--- src/core/twi_pkg.sv ---
// constants and types for the two-wire slave command port
// Rules from the document
// RL1: device is slave only; it never drives SCL; master clocks up to 400kHz.
// RL2: every word is eight bits followed by a ninth acknowledge bit.
// RL3: SDA changes only while SCL is low; changes while high are conditions.
// RL4: START is SDA falling with SCL high; STOP is SDA rising with SCL high.
// RL5: a STOP anywhere aborts the transfer; START and STOP need separate pulses.
// RL6: repeated START restarts address reception, keeping transaction state.
// RL7: received address or data bytes are acknowledged by holding SDA low.
// RL8: when sending, release SDA in ninth clock and sample master acknowledge.
// RL9: NACK byte after address during reboot, EEPROM write, or illegal address.
// RL10: four-state select pin decodes to address bits 1010 00/01/10/11, X, R/W.
// RL11: send byte loads a valid address into pointer; disallowed codes get NACK.
// RL12: command bytes 94h and 95h are always acknowledged; here they are NACKed while busy.
// RL13: STOP before send-byte acknowledge leaves the pointer unchanged.
// RL14: receive byte returns byte at pointer, then pointer advances by one.
// RL15: write byte stores data only at a valid address; invalid gets NACK.
// RL16: read byte: invalid address is NACKed and pointer left unmodified.
// RL17: single reads and writes target the currently selected page.
// RL18: command 96h reboots, copying EEPROM 0Fh..7Dh into default page.
// RL19: command 97h triggers a fault store to EEPROM.
// RL20: 98h selects the extended page, 99h returns to default page.
// RL21: after 9Ah all addresses are EEPROM until 9Bh restores default.
// RL22: master watches acknowledges and retries failed transfers later.
// RL23: block write sends a count of one to sixteen then that many bytes.
// RL24: block read returns count sixteen first, then data until NACK or STOP.
// RL25: SCL and SDA are synchronised and deglitched before any detection.
// RL26: non-matching address: ignore traffic until START or STOP; stay off SDA.
package twi_pkg;
    localparam int CLK_NS = 100;
    localparam int GLITCH_NS = 100;
    localparam int GLITCH_CYC = (GLITCH_NS + CLK_NS - 1) / CLK_NS;
    localparam logic [1:0] GLITCH_CNT = 2'(GLITCH_CYC);
    localparam logic [3:0] BITS_PER_WORD = 4'h8;
    localparam logic [3:0] DEV_ID = 4'ha;
    localparam logic [7:0] CMD_BLK_WR = 8'h94;
    localparam logic [7:0] CMD_BLK_RD = 8'h95;
    localparam logic [7:0] CMD_REBOOT = 8'h96;
    localparam logic [7:0] CMD_FAULT = 8'h97;
    localparam logic [7:0] CMD_EXT_ON = 8'h98;
    localparam logic [7:0] CMD_EXT_OFF = 8'h99;
    localparam logic [7:0] CMD_EE_ON = 8'h9a;
    localparam logic [7:0] CMD_EE_OFF = 8'h9b;
    localparam logic [7:0] DEF_LAST = 8'h7d;
    localparam logic [7:0] EXT_LAST = 8'h3f;
    localparam logic [7:0] EE_LAST = 8'hff;
    localparam logic [7:0] BLK_BYTES = 8'h10;
    localparam logic [7:0] BOOT_FIRST = 8'h0f;
    localparam logic [7:0] BOOT_LAST = 8'h7d;
    localparam logic [7:0] PTR_RESET = 8'h00;
    typedef enum logic [1:0] {PAGE_DEF, PAGE_EXT, PAGE_EE} page_t;
    typedef enum {
        ST_IDLE, ST_ADDR, ST_ADDR_ACK, ST_CMD, ST_CMD_ACK,
        ST_DATA, ST_DATA_ACK, ST_TX, ST_TX_ACK, ST_IGNORE
    } state_t;
endpackage

--- src/core/bus_sense_if.sv ---
// filtered bus levels and condition strobes
`timescale 1ns/1ps
interface bus_sense_if;
    logic scl;
    logic sda;
    logic asel;
    logic scl_rise;
    logic scl_fall;
    logic start;
    logic stop;
    modport src (output scl, sda, asel, scl_rise, scl_fall, start, stop);
    modport dst (input scl, sda, asel, scl_rise, scl_fall, start, stop);
endinterface

--- src/core/bus_sense.sv ---
// synchroniser, deglitch filter and start/stop detection for the bus pins
`timescale 1ns/1ps
module bus_sense
    import twi_pkg::*;
(
    input wire logic clk_i,
    input wire logic rst_n_i,
    input wire logic scl_i,
    input wire logic sda_i,
    input wire logic asel_i,
    bus_sense_if.src bus
);
    logic [2:0] meta_reg;
    logic [2:0] sync_reg;
    logic [2:0] filt_reg;
    logic [2:0] prev_reg;
    logic [1:0] hold_reg [3];

    // two-stage synchroniser; idle lines are high
    always_ff @(posedge clk_i) begin
        if (!rst_n_i) begin
            meta_reg <= 3'h7;
            sync_reg <= 3'h7;
        end else begin
            meta_reg <= {asel_i, sda_i, scl_i};
            sync_reg <= meta_reg; // RL25
        end
    end

    // a new level must persist past the glitch window to be accepted
    always_ff @(posedge clk_i) begin
        if (!rst_n_i) begin
            filt_reg <= 3'h7;
            prev_reg <= 3'h7;
            for (int i = 0; i < 3; i++) begin
                hold_reg[i] <= 2'h0;
            end
        end else begin
            prev_reg <= filt_reg;
            for (int i = 0; i < 3; i++) begin
                if (sync_reg[i] == filt_reg[i]) begin
                    hold_reg[i] <= 2'h0;
                end else if (hold_reg[i] == GLITCH_CNT) begin
                    filt_reg[i] <= sync_reg[i]; // RL25
                    hold_reg[i] <= 2'h0;
                end else begin
                    hold_reg[i] <= hold_reg[i] + 2'h1;
                end
            end
        end
    end

    // sda moving while scl stays high is a condition, never data
    assign bus.scl = filt_reg[0];
    assign bus.sda = filt_reg[1];
    assign bus.asel = filt_reg[2];
    assign bus.scl_rise = filt_reg[0] & ~prev_reg[0];
    assign bus.scl_fall = ~filt_reg[0] & prev_reg[0];
    assign bus.start = filt_reg[0] & prev_reg[0] & prev_reg[1] & ~filt_reg[1]; // RL3 RL4
    assign bus.stop = filt_reg[0] & prev_reg[0] & ~prev_reg[1] & filt_reg[1]; // RL4
endmodule

--- src/core/two_wire_slave_command_port.sv ---
// two-wire slave command port: protocol engine, pointer, pages, reboot
`timescale 1ns/1ps
module two_wire_slave_command_port
    import twi_pkg::*;
(
    input wire logic clk_i,
    input wire logic rst_n_i,
    input wire logic scl_i,
    input wire logic sda_i,
    output logic sda_o,
    output logic sda_oe_o,
    input wire logic address_select_input_i,
    input wire logic eeprom_busy_i,
    input wire logic [7:0] mem_rdata_i,
    output logic [7:0] mem_addr_o,
    output page_t mem_page_o,
    output logic mem_wr_o,
    output logic [7:0] mem_wdata_o,
    output logic boot_copy_o,
    output logic [7:0] boot_addr_o,
    output logic fault_store_o
);
    bus_sense_if sense ();

    state_t state_reg;
    page_t page_reg;
    logic [3:0] bit_cnt_reg;
    logic [7:0] shift_reg;
    logic [7:0] tx_reg;
    logic [7:0] ptr_reg;
    logic [7:0] cmd_reg;
    logic [7:0] blk_left_reg;
    logic [7:0] boot_addr_reg;
    logic [7:0] wdata_reg;
    logic sda_oe_reg;
    logic rw_reg;
    logic ok_reg;
    logic mack_reg;
    logic blk_rd_reg;
    logic blk_wr_reg;
    logic cnt_phase_reg;
    logic cmd_pend_reg;
    logic count_tx_reg;
    logic boot_busy_reg;
    logic wr_reg;
    logic fault_reg;
    logic idle_pin_reg;
    logic start_pin_reg;
    logic low_pin_reg;
    logic [1:0] sel;
    logic busy;
    logic addr_hit;
    logic cmd_ok;
    logic data_ok;
    logic ack_now;
    logic rx_done;
    logic cmd_ack_ev;
    logic wr_ev;
    logic rd_ev;
    logic reboot_go;
    logic [7:0] tx_load;

    function automatic logic is_cmd(input logic [7:0] b);
        return (b >= CMD_BLK_WR) && (b <= CMD_EE_OFF);
    endfunction

    function automatic logic [7:0] page_last(input page_t p);
        case (p)
            PAGE_EXT: return EXT_LAST;
            PAGE_EE: return EE_LAST;
            default: return DEF_LAST;
        endcase
    endfunction

    // pointer sticks at the last location of the page
    function automatic logic [7:0] sat_inc(input logic [7:0] a,
                                           input page_t p);
        if (a >= page_last(p)) begin
            return a;
        end
        return a + 8'h01;
    endfunction

    // select pin: gnd, high, follows scl, follows sda
    function automatic logic [1:0] sel_decode(input logic idle,
                                              input logic strt,
                                              input logic low);
        if (!idle) begin
            return 2'h0;
        end else if (!strt) begin
            return 2'h3;
        end else if (!low) begin
            return 2'h2;
        end
        return 2'h1;
    endfunction

    bus_sense u_sense (
        .clk_i(clk_i),
        .rst_n_i(rst_n_i),
        .scl_i(scl_i),
        .sda_i(sda_i),
        .asel_i(address_select_input_i),
        .bus(sense)
    );

    // decisions for the ninth clock of a received byte
    assign sel = sel_decode(idle_pin_reg, start_pin_reg, low_pin_reg); // RL10
    assign busy = boot_busy_reg | eeprom_busy_i;
    assign addr_hit = (shift_reg[7:4] == DEV_ID) && (shift_reg[3:2] == sel); // RL10
    assign cmd_ok = !busy && (is_cmd(shift_reg) ||
                    shift_reg <= page_last(page_reg)); // RL9 RL11 RL12 RL16 RL17
    assign data_ok = !busy && (cnt_phase_reg ?
                     (shift_reg != 8'h00 && shift_reg <= BLK_BYTES) :
                     blk_left_reg != 8'h00); // RL15 RL23
    assign rx_done = sense.scl_fall && bit_cnt_reg == BITS_PER_WORD &&
                     !sense.start && !sense.stop &&
                     (state_reg == ST_ADDR || state_reg == ST_CMD ||
                      state_reg == ST_DATA); // RL2
    assign cmd_ack_ev = rx_done && state_reg == ST_CMD && cmd_ok;
    assign wr_ev = rx_done && state_reg == ST_DATA && data_ok &&
                   !cnt_phase_reg;
    assign rd_ev = sense.scl_rise && state_reg == ST_TX_ACK &&
                   !count_tx_reg && !sense.stop;
    assign reboot_go = sense.stop && cmd_pend_reg && cmd_reg == CMD_REBOOT;
    assign tx_load = (state_reg == ST_ADDR_ACK && blk_rd_reg) ?
                     BLK_BYTES : mem_rdata_i; // RL24

    always_comb begin
        case (state_reg)
            ST_ADDR: ack_now = addr_hit;
            ST_CMD: ack_now = cmd_ok;
            ST_DATA: ack_now = data_ok;
            default: ack_now = 1'b0;
        endcase
    end

    // protocol engine; stop beats start beats bit activity
    always_ff @(posedge clk_i) begin
        if (!rst_n_i) begin
            state_reg <= ST_IDLE;
            bit_cnt_reg <= 4'h0;
            shift_reg <= 8'h00;
            tx_reg <= 8'h00;
            sda_oe_reg <= 1'b0;
            rw_reg <= 1'b0;
            ok_reg <= 1'b0;
            mack_reg <= 1'b0;
            blk_rd_reg <= 1'b0;
            blk_wr_reg <= 1'b0;
            cnt_phase_reg <= 1'b0;
            blk_left_reg <= 8'h00;
            cmd_reg <= 8'h00;
            cmd_pend_reg <= 1'b0;
            count_tx_reg <= 1'b0;
        end else if (sense.stop) begin
            state_reg <= ST_IDLE; // RL5
            sda_oe_reg <= 1'b0;
            bit_cnt_reg <= 4'h0;
            blk_rd_reg <= 1'b0;
            blk_wr_reg <= 1'b0;
            cmd_pend_reg <= 1'b0;
        end else if (sense.start) begin
            // block-read intent survives a repeated start
            state_reg <= ST_ADDR; // RL4 RL6
            sda_oe_reg <= 1'b0;
            bit_cnt_reg <= 4'h0;
        end else begin
            case (state_reg)
                ST_ADDR, ST_CMD, ST_DATA: begin
                    if (sense.scl_rise && bit_cnt_reg != BITS_PER_WORD) begin
                        shift_reg <= {shift_reg[6:0], sense.sda};
                        bit_cnt_reg <= bit_cnt_reg + 4'h1; // RL2
                    end else if (rx_done) begin
                        bit_cnt_reg <= 4'h0;
                        sda_oe_reg <= ack_now; // RL7 RL9
                        ok_reg <= ack_now;
                        if (state_reg == ST_ADDR) begin
                            rw_reg <= shift_reg[0];
                            state_reg <= addr_hit ? ST_ADDR_ACK : ST_IGNORE; // RL26
                        end else if (state_reg == ST_CMD) begin
                            state_reg <= ST_CMD_ACK;
                            if (cmd_ok) begin
                                cmd_reg <= shift_reg;
                                cmd_pend_reg <= is_cmd(shift_reg);
                                blk_wr_reg <= shift_reg == CMD_BLK_WR;
                                cnt_phase_reg <= shift_reg == CMD_BLK_WR; // RL23
                                blk_rd_reg <= shift_reg == CMD_BLK_RD;
                                blk_left_reg <= is_cmd(shift_reg) ?
                                                8'h00 : 8'h01;
                            end
                        end else begin
                            state_reg <= ST_DATA_ACK;
                            cmd_pend_reg <= 1'b0;
                            if (data_ok && cnt_phase_reg) begin
                                blk_left_reg <= shift_reg; // RL23
                                cnt_phase_reg <= 1'b0;
                            end else if (data_ok) begin
                                blk_left_reg <= blk_left_reg - 8'h01;
                            end
                        end
                    end
                end
                ST_ADDR_ACK: begin
                    if (sense.scl_fall && rw_reg) begin
                        tx_reg <= tx_load; // RL14 RL24
                        count_tx_reg <= blk_rd_reg;
                        sda_oe_reg <= ~tx_load[7];
                        bit_cnt_reg <= 4'h0;
                        state_reg <= ST_TX;
                    end else if (sense.scl_fall) begin
                        sda_oe_reg <= 1'b0;
                        state_reg <= ST_CMD;
                    end
                end
                ST_CMD_ACK, ST_DATA_ACK: begin
                    if (sense.scl_fall) begin
                        sda_oe_reg <= 1'b0;
                        state_reg <= ok_reg ? ST_DATA : ST_IGNORE;
                    end
                end
                ST_TX: begin
                    if (sense.scl_rise) begin
                        bit_cnt_reg <= bit_cnt_reg + 4'h1;
                    end else if (sense.scl_fall &&
                                 bit_cnt_reg == BITS_PER_WORD) begin
                        sda_oe_reg <= 1'b0; // RL8
                        state_reg <= ST_TX_ACK;
                    end else if (sense.scl_fall) begin
                        tx_reg <= {tx_reg[6:0], 1'b0};
                        sda_oe_reg <= ~tx_reg[6]; // RL3
                    end
                end
                ST_TX_ACK: begin
                    if (sense.scl_rise) begin
                        mack_reg <= ~sense.sda; // RL8
                    end else if (sense.scl_fall && mack_reg) begin
                        tx_reg <= tx_load;
                        count_tx_reg <= 1'b0;
                        sda_oe_reg <= ~tx_load[7];
                        bit_cnt_reg <= 4'h0;
                        state_reg <= ST_TX;
                    end else if (sense.scl_fall) begin
                        state_reg <= ST_IGNORE; // RL24
                    end
                end
                default: ;
            endcase
        end
    end

    // pointer and page; nack paths never reach the pointer
    always_ff @(posedge clk_i) begin
        if (!rst_n_i) begin
            ptr_reg <= PTR_RESET;
            page_reg <= PAGE_DEF;
        end else if (reboot_go) begin
            ptr_reg <= PTR_RESET; // RL18
            page_reg <= PAGE_DEF;
        end else begin
            if (cmd_ack_ev && !is_cmd(shift_reg)) begin
                ptr_reg <= shift_reg; // RL11 RL13 RL16
            // step with the registered strobe so the byte lands first
            end else if ((wr_reg && blk_wr_reg) || rd_ev) begin
                ptr_reg <= sat_inc(ptr_reg, page_reg); // RL14 RL23
            end
            if (sense.stop && cmd_pend_reg) begin
                case (cmd_reg)
                    CMD_EXT_ON: page_reg <= PAGE_EXT; // RL20
                    CMD_EE_ON: page_reg <= PAGE_EE; // RL21
                    CMD_EXT_OFF, CMD_EE_OFF: page_reg <= PAGE_DEF; // RL20 RL21
                    default: ;
                endcase
            end
        end
    end

    // write strobe and fault-store request
    always_ff @(posedge clk_i) begin
        if (!rst_n_i) begin
            wr_reg <= 1'b0;
            wdata_reg <= 8'h00;
            fault_reg <= 1'b0;
        end else begin
            wr_reg <= wr_ev; // RL15 RL17
            if (wr_ev) begin
                wdata_reg <= shift_reg;
            end
            fault_reg <= sense.stop && cmd_pend_reg &&
                         cmd_reg == CMD_FAULT; // RL19
        end
    end

    // reboot copy walk, also run once after reset like power-on
    always_ff @(posedge clk_i) begin
        if (!rst_n_i) begin
            boot_busy_reg <= 1'b1;
            boot_addr_reg <= BOOT_FIRST;
        end else if (reboot_go) begin
            boot_busy_reg <= 1'b1; // RL18
            boot_addr_reg <= BOOT_FIRST;
        end else if (boot_busy_reg) begin
            if (boot_addr_reg == BOOT_LAST) begin
                boot_busy_reg <= 1'b0;
            end else begin
                boot_addr_reg <= boot_addr_reg + 8'h01;
            end
        end
    end

    // select pin levels seen at idle, at start and at first scl low
    always_ff @(posedge clk_i) begin
        if (!rst_n_i) begin
            idle_pin_reg <= 1'b1;
            start_pin_reg <= 1'b1;
            low_pin_reg <= 1'b1;
        end else begin
            if (state_reg == ST_IDLE && sense.scl && sense.sda) begin
                idle_pin_reg <= sense.asel;
            end
            if (sense.start) begin
                start_pin_reg <= sense.asel;
            end
            if (sense.scl_fall && state_reg == ST_ADDR &&
                bit_cnt_reg == 4'h0) begin
                low_pin_reg <= sense.asel; // RL10
            end
        end
    end

    // open drain: only ever pulls low, and scl is never driven
    assign sda_o = 1'b0; // RL1
    assign sda_oe_o = sda_oe_reg;
    assign mem_addr_o = ptr_reg;
    assign mem_page_o = page_reg;
    assign mem_wr_o = wr_reg;
    assign mem_wdata_o = wdata_reg;
    assign boot_copy_o = boot_busy_reg;
    assign boot_addr_o = boot_addr_reg;
    assign fault_store_o = fault_reg;
endmodule

--- config.mk ---
export PLATFORM = sky130hd
export DESIGN_NAME = two_wire_slave_command_port
export DESIGN_NICKNAME = d
export VERILOG_FILES = /design/src/core/twi_pkg.sv /design/src/core/bus_sense_if.sv /design/src/core/bus_sense.sv /design/src/core/two_wire_slave_command_port.sv
export SDC_FILE = /design/constraint.sdc
export NUM_CORES = 1
export LEC_CHECK = 0
export BUFFER_PORTS_ARGS = -buffer_cell sky130_fd_sc_hd__buf_2
export CAP_MARGIN = 20
export CORE_MARGIN = 1.5
export CORE_UTILIZATION = 60
export CTS_CLUSTER_DIAMETER = 60
export DETAILED_ROUTE_END_ITERATION = 10
export GPL_TIMING_DRIVEN = 0
export PLACE_DENSITY_LB_ADDON = 0.15
export SLEW_MARGIN = 10
export SYNTH_ARGS = -nofsm -noshare
export SYNTH_HDL_FRONTEND = slang
export SYNTH_HIERARCHICAL = 1
export SYNTH_SLANG_ARGS = --single-unit
--- constraint.sdc ---
create_clock -name clk_i -period 2.7 [get_ports clk_i]
set_input_delay 0.27 -clock clk_i [delete_from_list [all_inputs] [get_ports clk_i]]
set_output_delay 0.27 -clock clk_i [all_outputs]
set_load 0.01 [all_outputs]
==> impl_metrics.yaml, run 1 <==
yosys:
  ys_top_cells_by_area: "dfxtp_1, mux2i_1, nor2_1, ha_1, edfxtp_1"
  synthAdderAreaFrac_pct: 4.345
  synth_most_common_cell: "dfxtp_1"
  synthMuxAreaShare_pct: 7.555
  synth_compound_area_share_pct: 15.35
  synth_warnings: 6
  avgSynthCellArea_um2: 8.907
  ys_types: 80
  netlist_instances: 582
  async_flop_share_pct: 0
  synth_top_family_by_area: "simple AND/OR/NAND/NOR gates"
  synth-xor-area-share_pct: 3.210
  syn_area_mm2: 0.005184
  ys_ff_latch: 97
  synth_flop_cell: "dfxtp_1"
  synth_top_area_share_pct: 35.14
  synth-edff-count: 6
  synthSimpleGateAreaFrac_pct: 26.00
  synth_common_cells: "dfxtp_1, nor2_1, nand2_1, mux2i_1, a21oi_1"
  synth.yosys.seq_area_share_pct: 38.62
  synth_top_area_cell: "dfxtp_1"
route:
  route.vias.total: 4561
  first_pass_iters: 5
  ant_nets: 0
  highest_layer: "met4"
  m1WireLength_um: 5359
  wl_met2_um: 6182
  wl_met3_um: 752
  drt_iter0_drc: 274
  wl_per_cell_um: 16.67
  wl_um: 12590
  viasPerCell: 6.041
  drcViolationCount: 0
critical_path:
  required_ns: 2.91
  worstPathMaxFanout: 10
  end_kind: "flop"
  path_class: "reg2reg"
  cp.arrival_ns: 2.79
  reg2reg_slack_ns: 0.12
  start_kind: "flop"
power_and_ir_drop:
  p_leak_nw: 2.270
  total_power_mw: 2.583
  peakVddDrop_mv: 0.3404
  power.density_mw_per_mm2: 445.1
floorplanning:
  row_count: 33
  dieArea_mm2: 0.009206
  ios: 45
  initial_core_util_pct: 62.46
  die_height_um: 95.95
  chipWidth_um: 95.95
  core_mm2: 0.008299
clocking:
  clock_sinks: 97
  clock_latency_ns: 0.36
  numCtsBuffers: 9
  clk_pin_slew_worst_paths_ns: 0.09
  htreeDepth: 3
  clk_root_buffer_cell: "clkbuf_8"
  hold_buffers: 0
  cts_tree: "done"
  clock_path_buffers: 2
sta:
  finalSetupTns_ns: 0
  hold_viol_final: 0
  period_needed_ns: 2.580
  slew_headroom_pct: 45.00
  slew_violations: 0
  tightest_slew_ns: 0.8189
  fin_hold_ws_ns: 0.08906
  final-setup-viol-count: 0
  max_freq_ghz: 0.3876
  post-route-period-util_pct: 95.55
  fin_worst_skew_ns: 0.01699
final_layout:
  num_antenna_cells: 0
  nFillCells: 685
  syn2layout_area_growth_pct: 11.97
  regArea_mm2: 0.002002
  final_layout_size_suffix_gt1_share_pct: 16.15
  fin_util_pct: 69.94
  multiInputGateArea_mm2: 0.002978
  finalNetCount: 677
global_routing:
  gr-total-overflow: 0
  grt_pass1_vias: 4376
  grt_max_degree: 17
  grtUsageTotal_pct: 28.48
  antenna_found_initial: 0
  grt_pass1_wl_um: 20320
worst_hold_path:
  hp-class: "in2reg"
placement:
  numPortBuffers: 43
  gp_congestion: 0.9333
  dp_hpwl_um: 9032
flow_run:
  max_cap_violations: 0
outcome:
  status: "completed"
-- logic make-up after synthesis --
group                      Yosys count
and+or+nand+nor                    235
AOI/OAI and AO/OA                  115
DFF                                 97
buffers and inverters               57
muxes                               39
xor gates and xnor gates            19
adders and majority gates           18
other                                2
-- power by group --
group | switching, mW | internal [mW]
clock | 0.519 | 0.437
combinational | 0.0827 | 0.0557
sequential | 0.0216 | 1.47
total | 0.623 | 1.96
-- per-layer routing --
metal / up-vias / GRT usage, %
met1: 2125 / 35.63
met4: 0 / 13.97
met5: - / 0
met2: 175 / 47.54
met3: 26 / 4.502
li1: 2235 / -
-- worst max-delay path, cell delays in order, from the launching register on --
cell and delay [ns]:
dfxtp_1 0.31, buf_4 0.16, nor4b_2 0.72, nor2_1 0.19, a2111o_1 0.52, buf_2 0.23
a221oi_1 0.24, a211oi_1 0.08
-- what timing repair did --
| action | CTS | global route |
|---|---|---|
| endpoints found under the setup margin | 9 | 40 |
| buffers inserted | 0 | 4 |
| resized for setup | 1 | 11 |
| hold endpoints to repair | 0 | 0 |
| pin swaps | 0 | 3 |
-- path summary, 6_finish.rpt --
| kind | from | end | depth (start not counted) |
|---|---|---|---|
| min | address_select_input_i | u_sense/meta_reg[2] | 2 |
| min reg2reg | u_sense/meta_reg[1] | u_sense/sync_reg[1] | 1 |
| max reg2reg | state_reg[0] | tx_reg[5] | 7 |
| max | state_reg[0] | tx_reg[5] | 7 |
-- final cells by class --
class / count / share of cell area [%]
Multi-Input combinational cell: 433 / 51.30
Sequential cell: 97 / 34.49
Timing Repair Buffer: 47 / 4.225
Buffer: 33 / 2.802
Clock buffer: 11 / 2.263
Tap cell: 105 / 2.263
Inverter: 24 / 1.552
Clock inverter: 5 / 1.099
-- through the flow --
step,worst slack (ns),instance area [um^2],std cells
2_1_floorplan,0.3520,5202,587
3_3_place_gp,0.02536,5549,735
3_5_place_dp,-0.01568,5549,735
4_1_cts,0.02462,5748,751
5_1_grt,-0.02011,5804,755
6_report,0.1202,5804,755
-- cells in the final DEF, fill, tap and decap left out, types with 9 or more instances in the layout --
master / count
dfxtp_1: 91
ha_1: 18
nor3_1: 12
clkbuf_1: 17
buf_2: 54
a21oi_1: 27
inv_1: 24
nand3_1: 10
o21ai_0: 22
nand2_1: 47
xor2_1: 11
nor4b_1: 9
clkbuf_8: 9
mux2i_1: 38
nor2_1: 62
nand4_1: 10
nand2b_1: 10
Power figures use the tool's default switching activity.
==> run 2, diff against run 1 <==
--- a/config.mk
+++ b/config.mk
@@ -8,11 +8,12 @@
 export BUFFER_PORTS_ARGS = -buffer_cell sky130_fd_sc_hd__buf_2
 export CAP_MARGIN = 20
 export CORE_MARGIN = 1.5
-export CORE_UTILIZATION = 60
+export CORE_UTILIZATION = 64
 export CTS_CLUSTER_DIAMETER = 60
+export CTS_CLUSTER_SIZE = 24
 export DETAILED_ROUTE_END_ITERATION = 10
 export GPL_TIMING_DRIVEN = 0
-export PLACE_DENSITY_LB_ADDON = 0.15
+export PLACE_DENSITY = 0.85
 export SLEW_MARGIN = 10
 export SYNTH_ARGS = -nofsm -noshare
 export SYNTH_HDL_FRONTEND = slang
==> constraint.sdc (replaced) <==
create_clock -name clk_i -period 3 [get_ports clk_i]
set_input_delay 0.3 -clock clk_i [delete_from_list [all_inputs] [get_ports clk_i]]
set_output_delay 0.3 -clock clk_i [all_outputs]
set_load 0.01 [all_outputs]
==> impl_metrics.yaml, run 2 (synthesis results as in run 1) <==
critical_path:
  reg2reg_slack_ns: 0.26
  path_class: "reg2reg"
  required_ns: 3.23
  ff2ff_path_depth: 8
  critPathCapture: "mem_addr_o[7]"
  start_kind: "flop"
  rr_endpoint: "mem_addr_o[7]"
  r2r-start: "u_sense/filt_reg[0]"
  worstPathMaxFanout: 9
  cp.arrival_ns: 2.97
  end_kind: "flop"
  startpoint: "u_sense/filt_reg[0]"
route:
  ant_nets: 0
  wl_um: 12420
  wl_per_cell_um: 16.61
  first_pass_iters: 5
  drcViolationCount: 0
  route.vias.total: 4634
  drt_iter0_drc: 315
  viasPerCell: 6.195
placement:
  numPortBuffers: 43
  placed_cell_area_mm2: 0.005545
  dp_hpwl_um: 8738
  gp_congestion: 0.9580
clocking:
  clock_latency_ns: 0.38
  clk_root_buffer_cell: "clkbuf_8"
  cts_tree: "done"
  clk_pin_slew_worst_paths_ns: 0.10
  clock_path_buffers: 2
  numCtsBuffers: 9
  post_cts_resized: 0
  clock_sinks: 97
  htreeDepth: 3
  post_cts_buffers: 0
  hold_buffers: 0
global_routing:
  grtUsageTotal_pct: 29.68
  antenna_found_initial: 0
  grt_pass1_wl_um: 20470
  grt_max_degree: 19
  gr-total-overflow: 0
  grt_pass1_vias: 4470
worst_hold_path:
  hp-class: "in2reg"
floorplanning:
  ios: 45
  initial_core_util_pct: 66.74
  dieArea_mm2: 0.008648
  die_height_um: 93.00
  chipWidth_um: 93.00
  core_mm2: 0.007767
  row_count: 32
flow_run:
  max_cap_violations: 0
sta:
  rsz0062_at_grt: "false"
  slew_violations: 0
  max_freq_ghz: 0.3654
  post-route-period-util_pct: 91.22
  hold_viol_final: 0
  fin_hold_ws_ns: 0.09085
  finalSetupTns_ns: 0
  tightest_slew_ns: 0.8061
  final-setup-viol-count: 0
  period_needed_ns: 2.737
  slew_headroom_pct: 45.85
  fin_worst_skew_ns: 0.01440
outcome:
  status: "completed"
final_layout:
  num_antenna_cells: 0
  design_area_mm2: 0.005739
  syn2layout_area_growth_pct: 10.72
  finalNetCount: 673
  layout_commonest_cell: "dfxtp_1"
  final_layout_size_suffix_gt1_share_pct: 14.71
  final_cell_mix: "dfxtp_1, nor2_1, buf_2"
power_and_ir_drop:
  swShare_pct: 26.18
  peakVddDrop_mv: 0.2140
  p_leak_nw: 2.245
  power_frac_clock_pct: 36.9
  combPwrFrac_pct: 5.4
  p_switching_uw: 608.1
  power.density_mw_per_mm2: 404.7
  seq_power_share_pct: 57.7
  power.internal_mw: 1.714
[run 2: changes by cell type in the layout (fill, tap and decap cells not counted), sizes merged]
cell,before,now
clkinv,2,1
inv,25,28
clkbuf,28,27
bufinv,1,0
buf,63,59
[run 2: routing by layer]
| metal | global-route usage, % | vias to the layer above | wire length (um) |
|---|---|---|---|
| met3 | 4.878 | 55 | 722 |
| met2 | 49.45 | 192 | 5957 |
| met5 | 0 | - | 0 |
| li1 | - | 2209 | - |
| met4 | 15.66 | 0 | 437 |
| met1 | 36.76 | 2178 | 5306 |
[run 2: worst min-delay path by stage]
| stage | endpoint | from | depth (start not counted) | slack, ns |
|---|---|---|---|---|
| floorplan | u_sense/sync_reg[0] | u_sense/meta_reg[0] | 1 | 0.38 |
| finish | u_sense/meta_reg[2] | address_select_input_i | 2 | 0.09 |
| CTS | u_sense/meta_reg[2] | address_select_input_i | 2 | 0.09 |
| detailed placement | u_sense/sync_reg[1] | u_sense/meta_reg[1] | 1 | 0.39 |
| global route | u_sense/meta_reg[1] | sda_i | 2 | 0.09 |
| global placement | u_sense/sync_reg[1] | u_sense/meta_reg[1] | 1 | 0.39 |
[run 2: stage by stage]
stage	instances	util [%]	total power [mW]	setup WS, ns
6_report	748	73.89	2.323	0.2635
5_1_grt	748	73.89	2.385	0.04466
4_1_cts	748	73.89	2.316	0.2641
3_5_place_dp	732	71.39	1.495	0.2905
3_3_place_gp	732	71.39	1.489	0.3799
2_1_floorplan	587	-	1.449	0.6520
[run 2: area by class of cell]
cell class / instances / area [um^2]
sequential: 97 / 2002
timing repair buffer: 43 / 215.2
clock buffer: 10 / 137.6
multi-input combinational: 433 / 2953
fill: 588 / 2028
inverter: 24 / 90.09
tap: 102 / 127.6
buffer: 33 / 157.7
clock inverter: 6 / 56.30
[run 2: power by group through the flow]
stage                     logic (mW)  clock network, mW  registers [mW]
after floorplan               0.0765                  0            1.37
after global placement         0.120                  0            1.37
after detailed placement       0.125                  0            1.37
after CTS                      0.125              0.850            1.34
after global routing           0.141              0.900            1.34
final                          0.126              0.856            1.34
[run 2: worst max-delay path, cell delays in order, from the launching register on]
cell and delay (ns):
dfxtp_1 0.46, nand2_1 0.11, nor3b_1 0.17, clkbuf_1 0.41, nor4bb_1 0.34, nand3_1 0.15
nand4bb_1 0.27, o21ai_1 0.56, a221oi_1 0.11
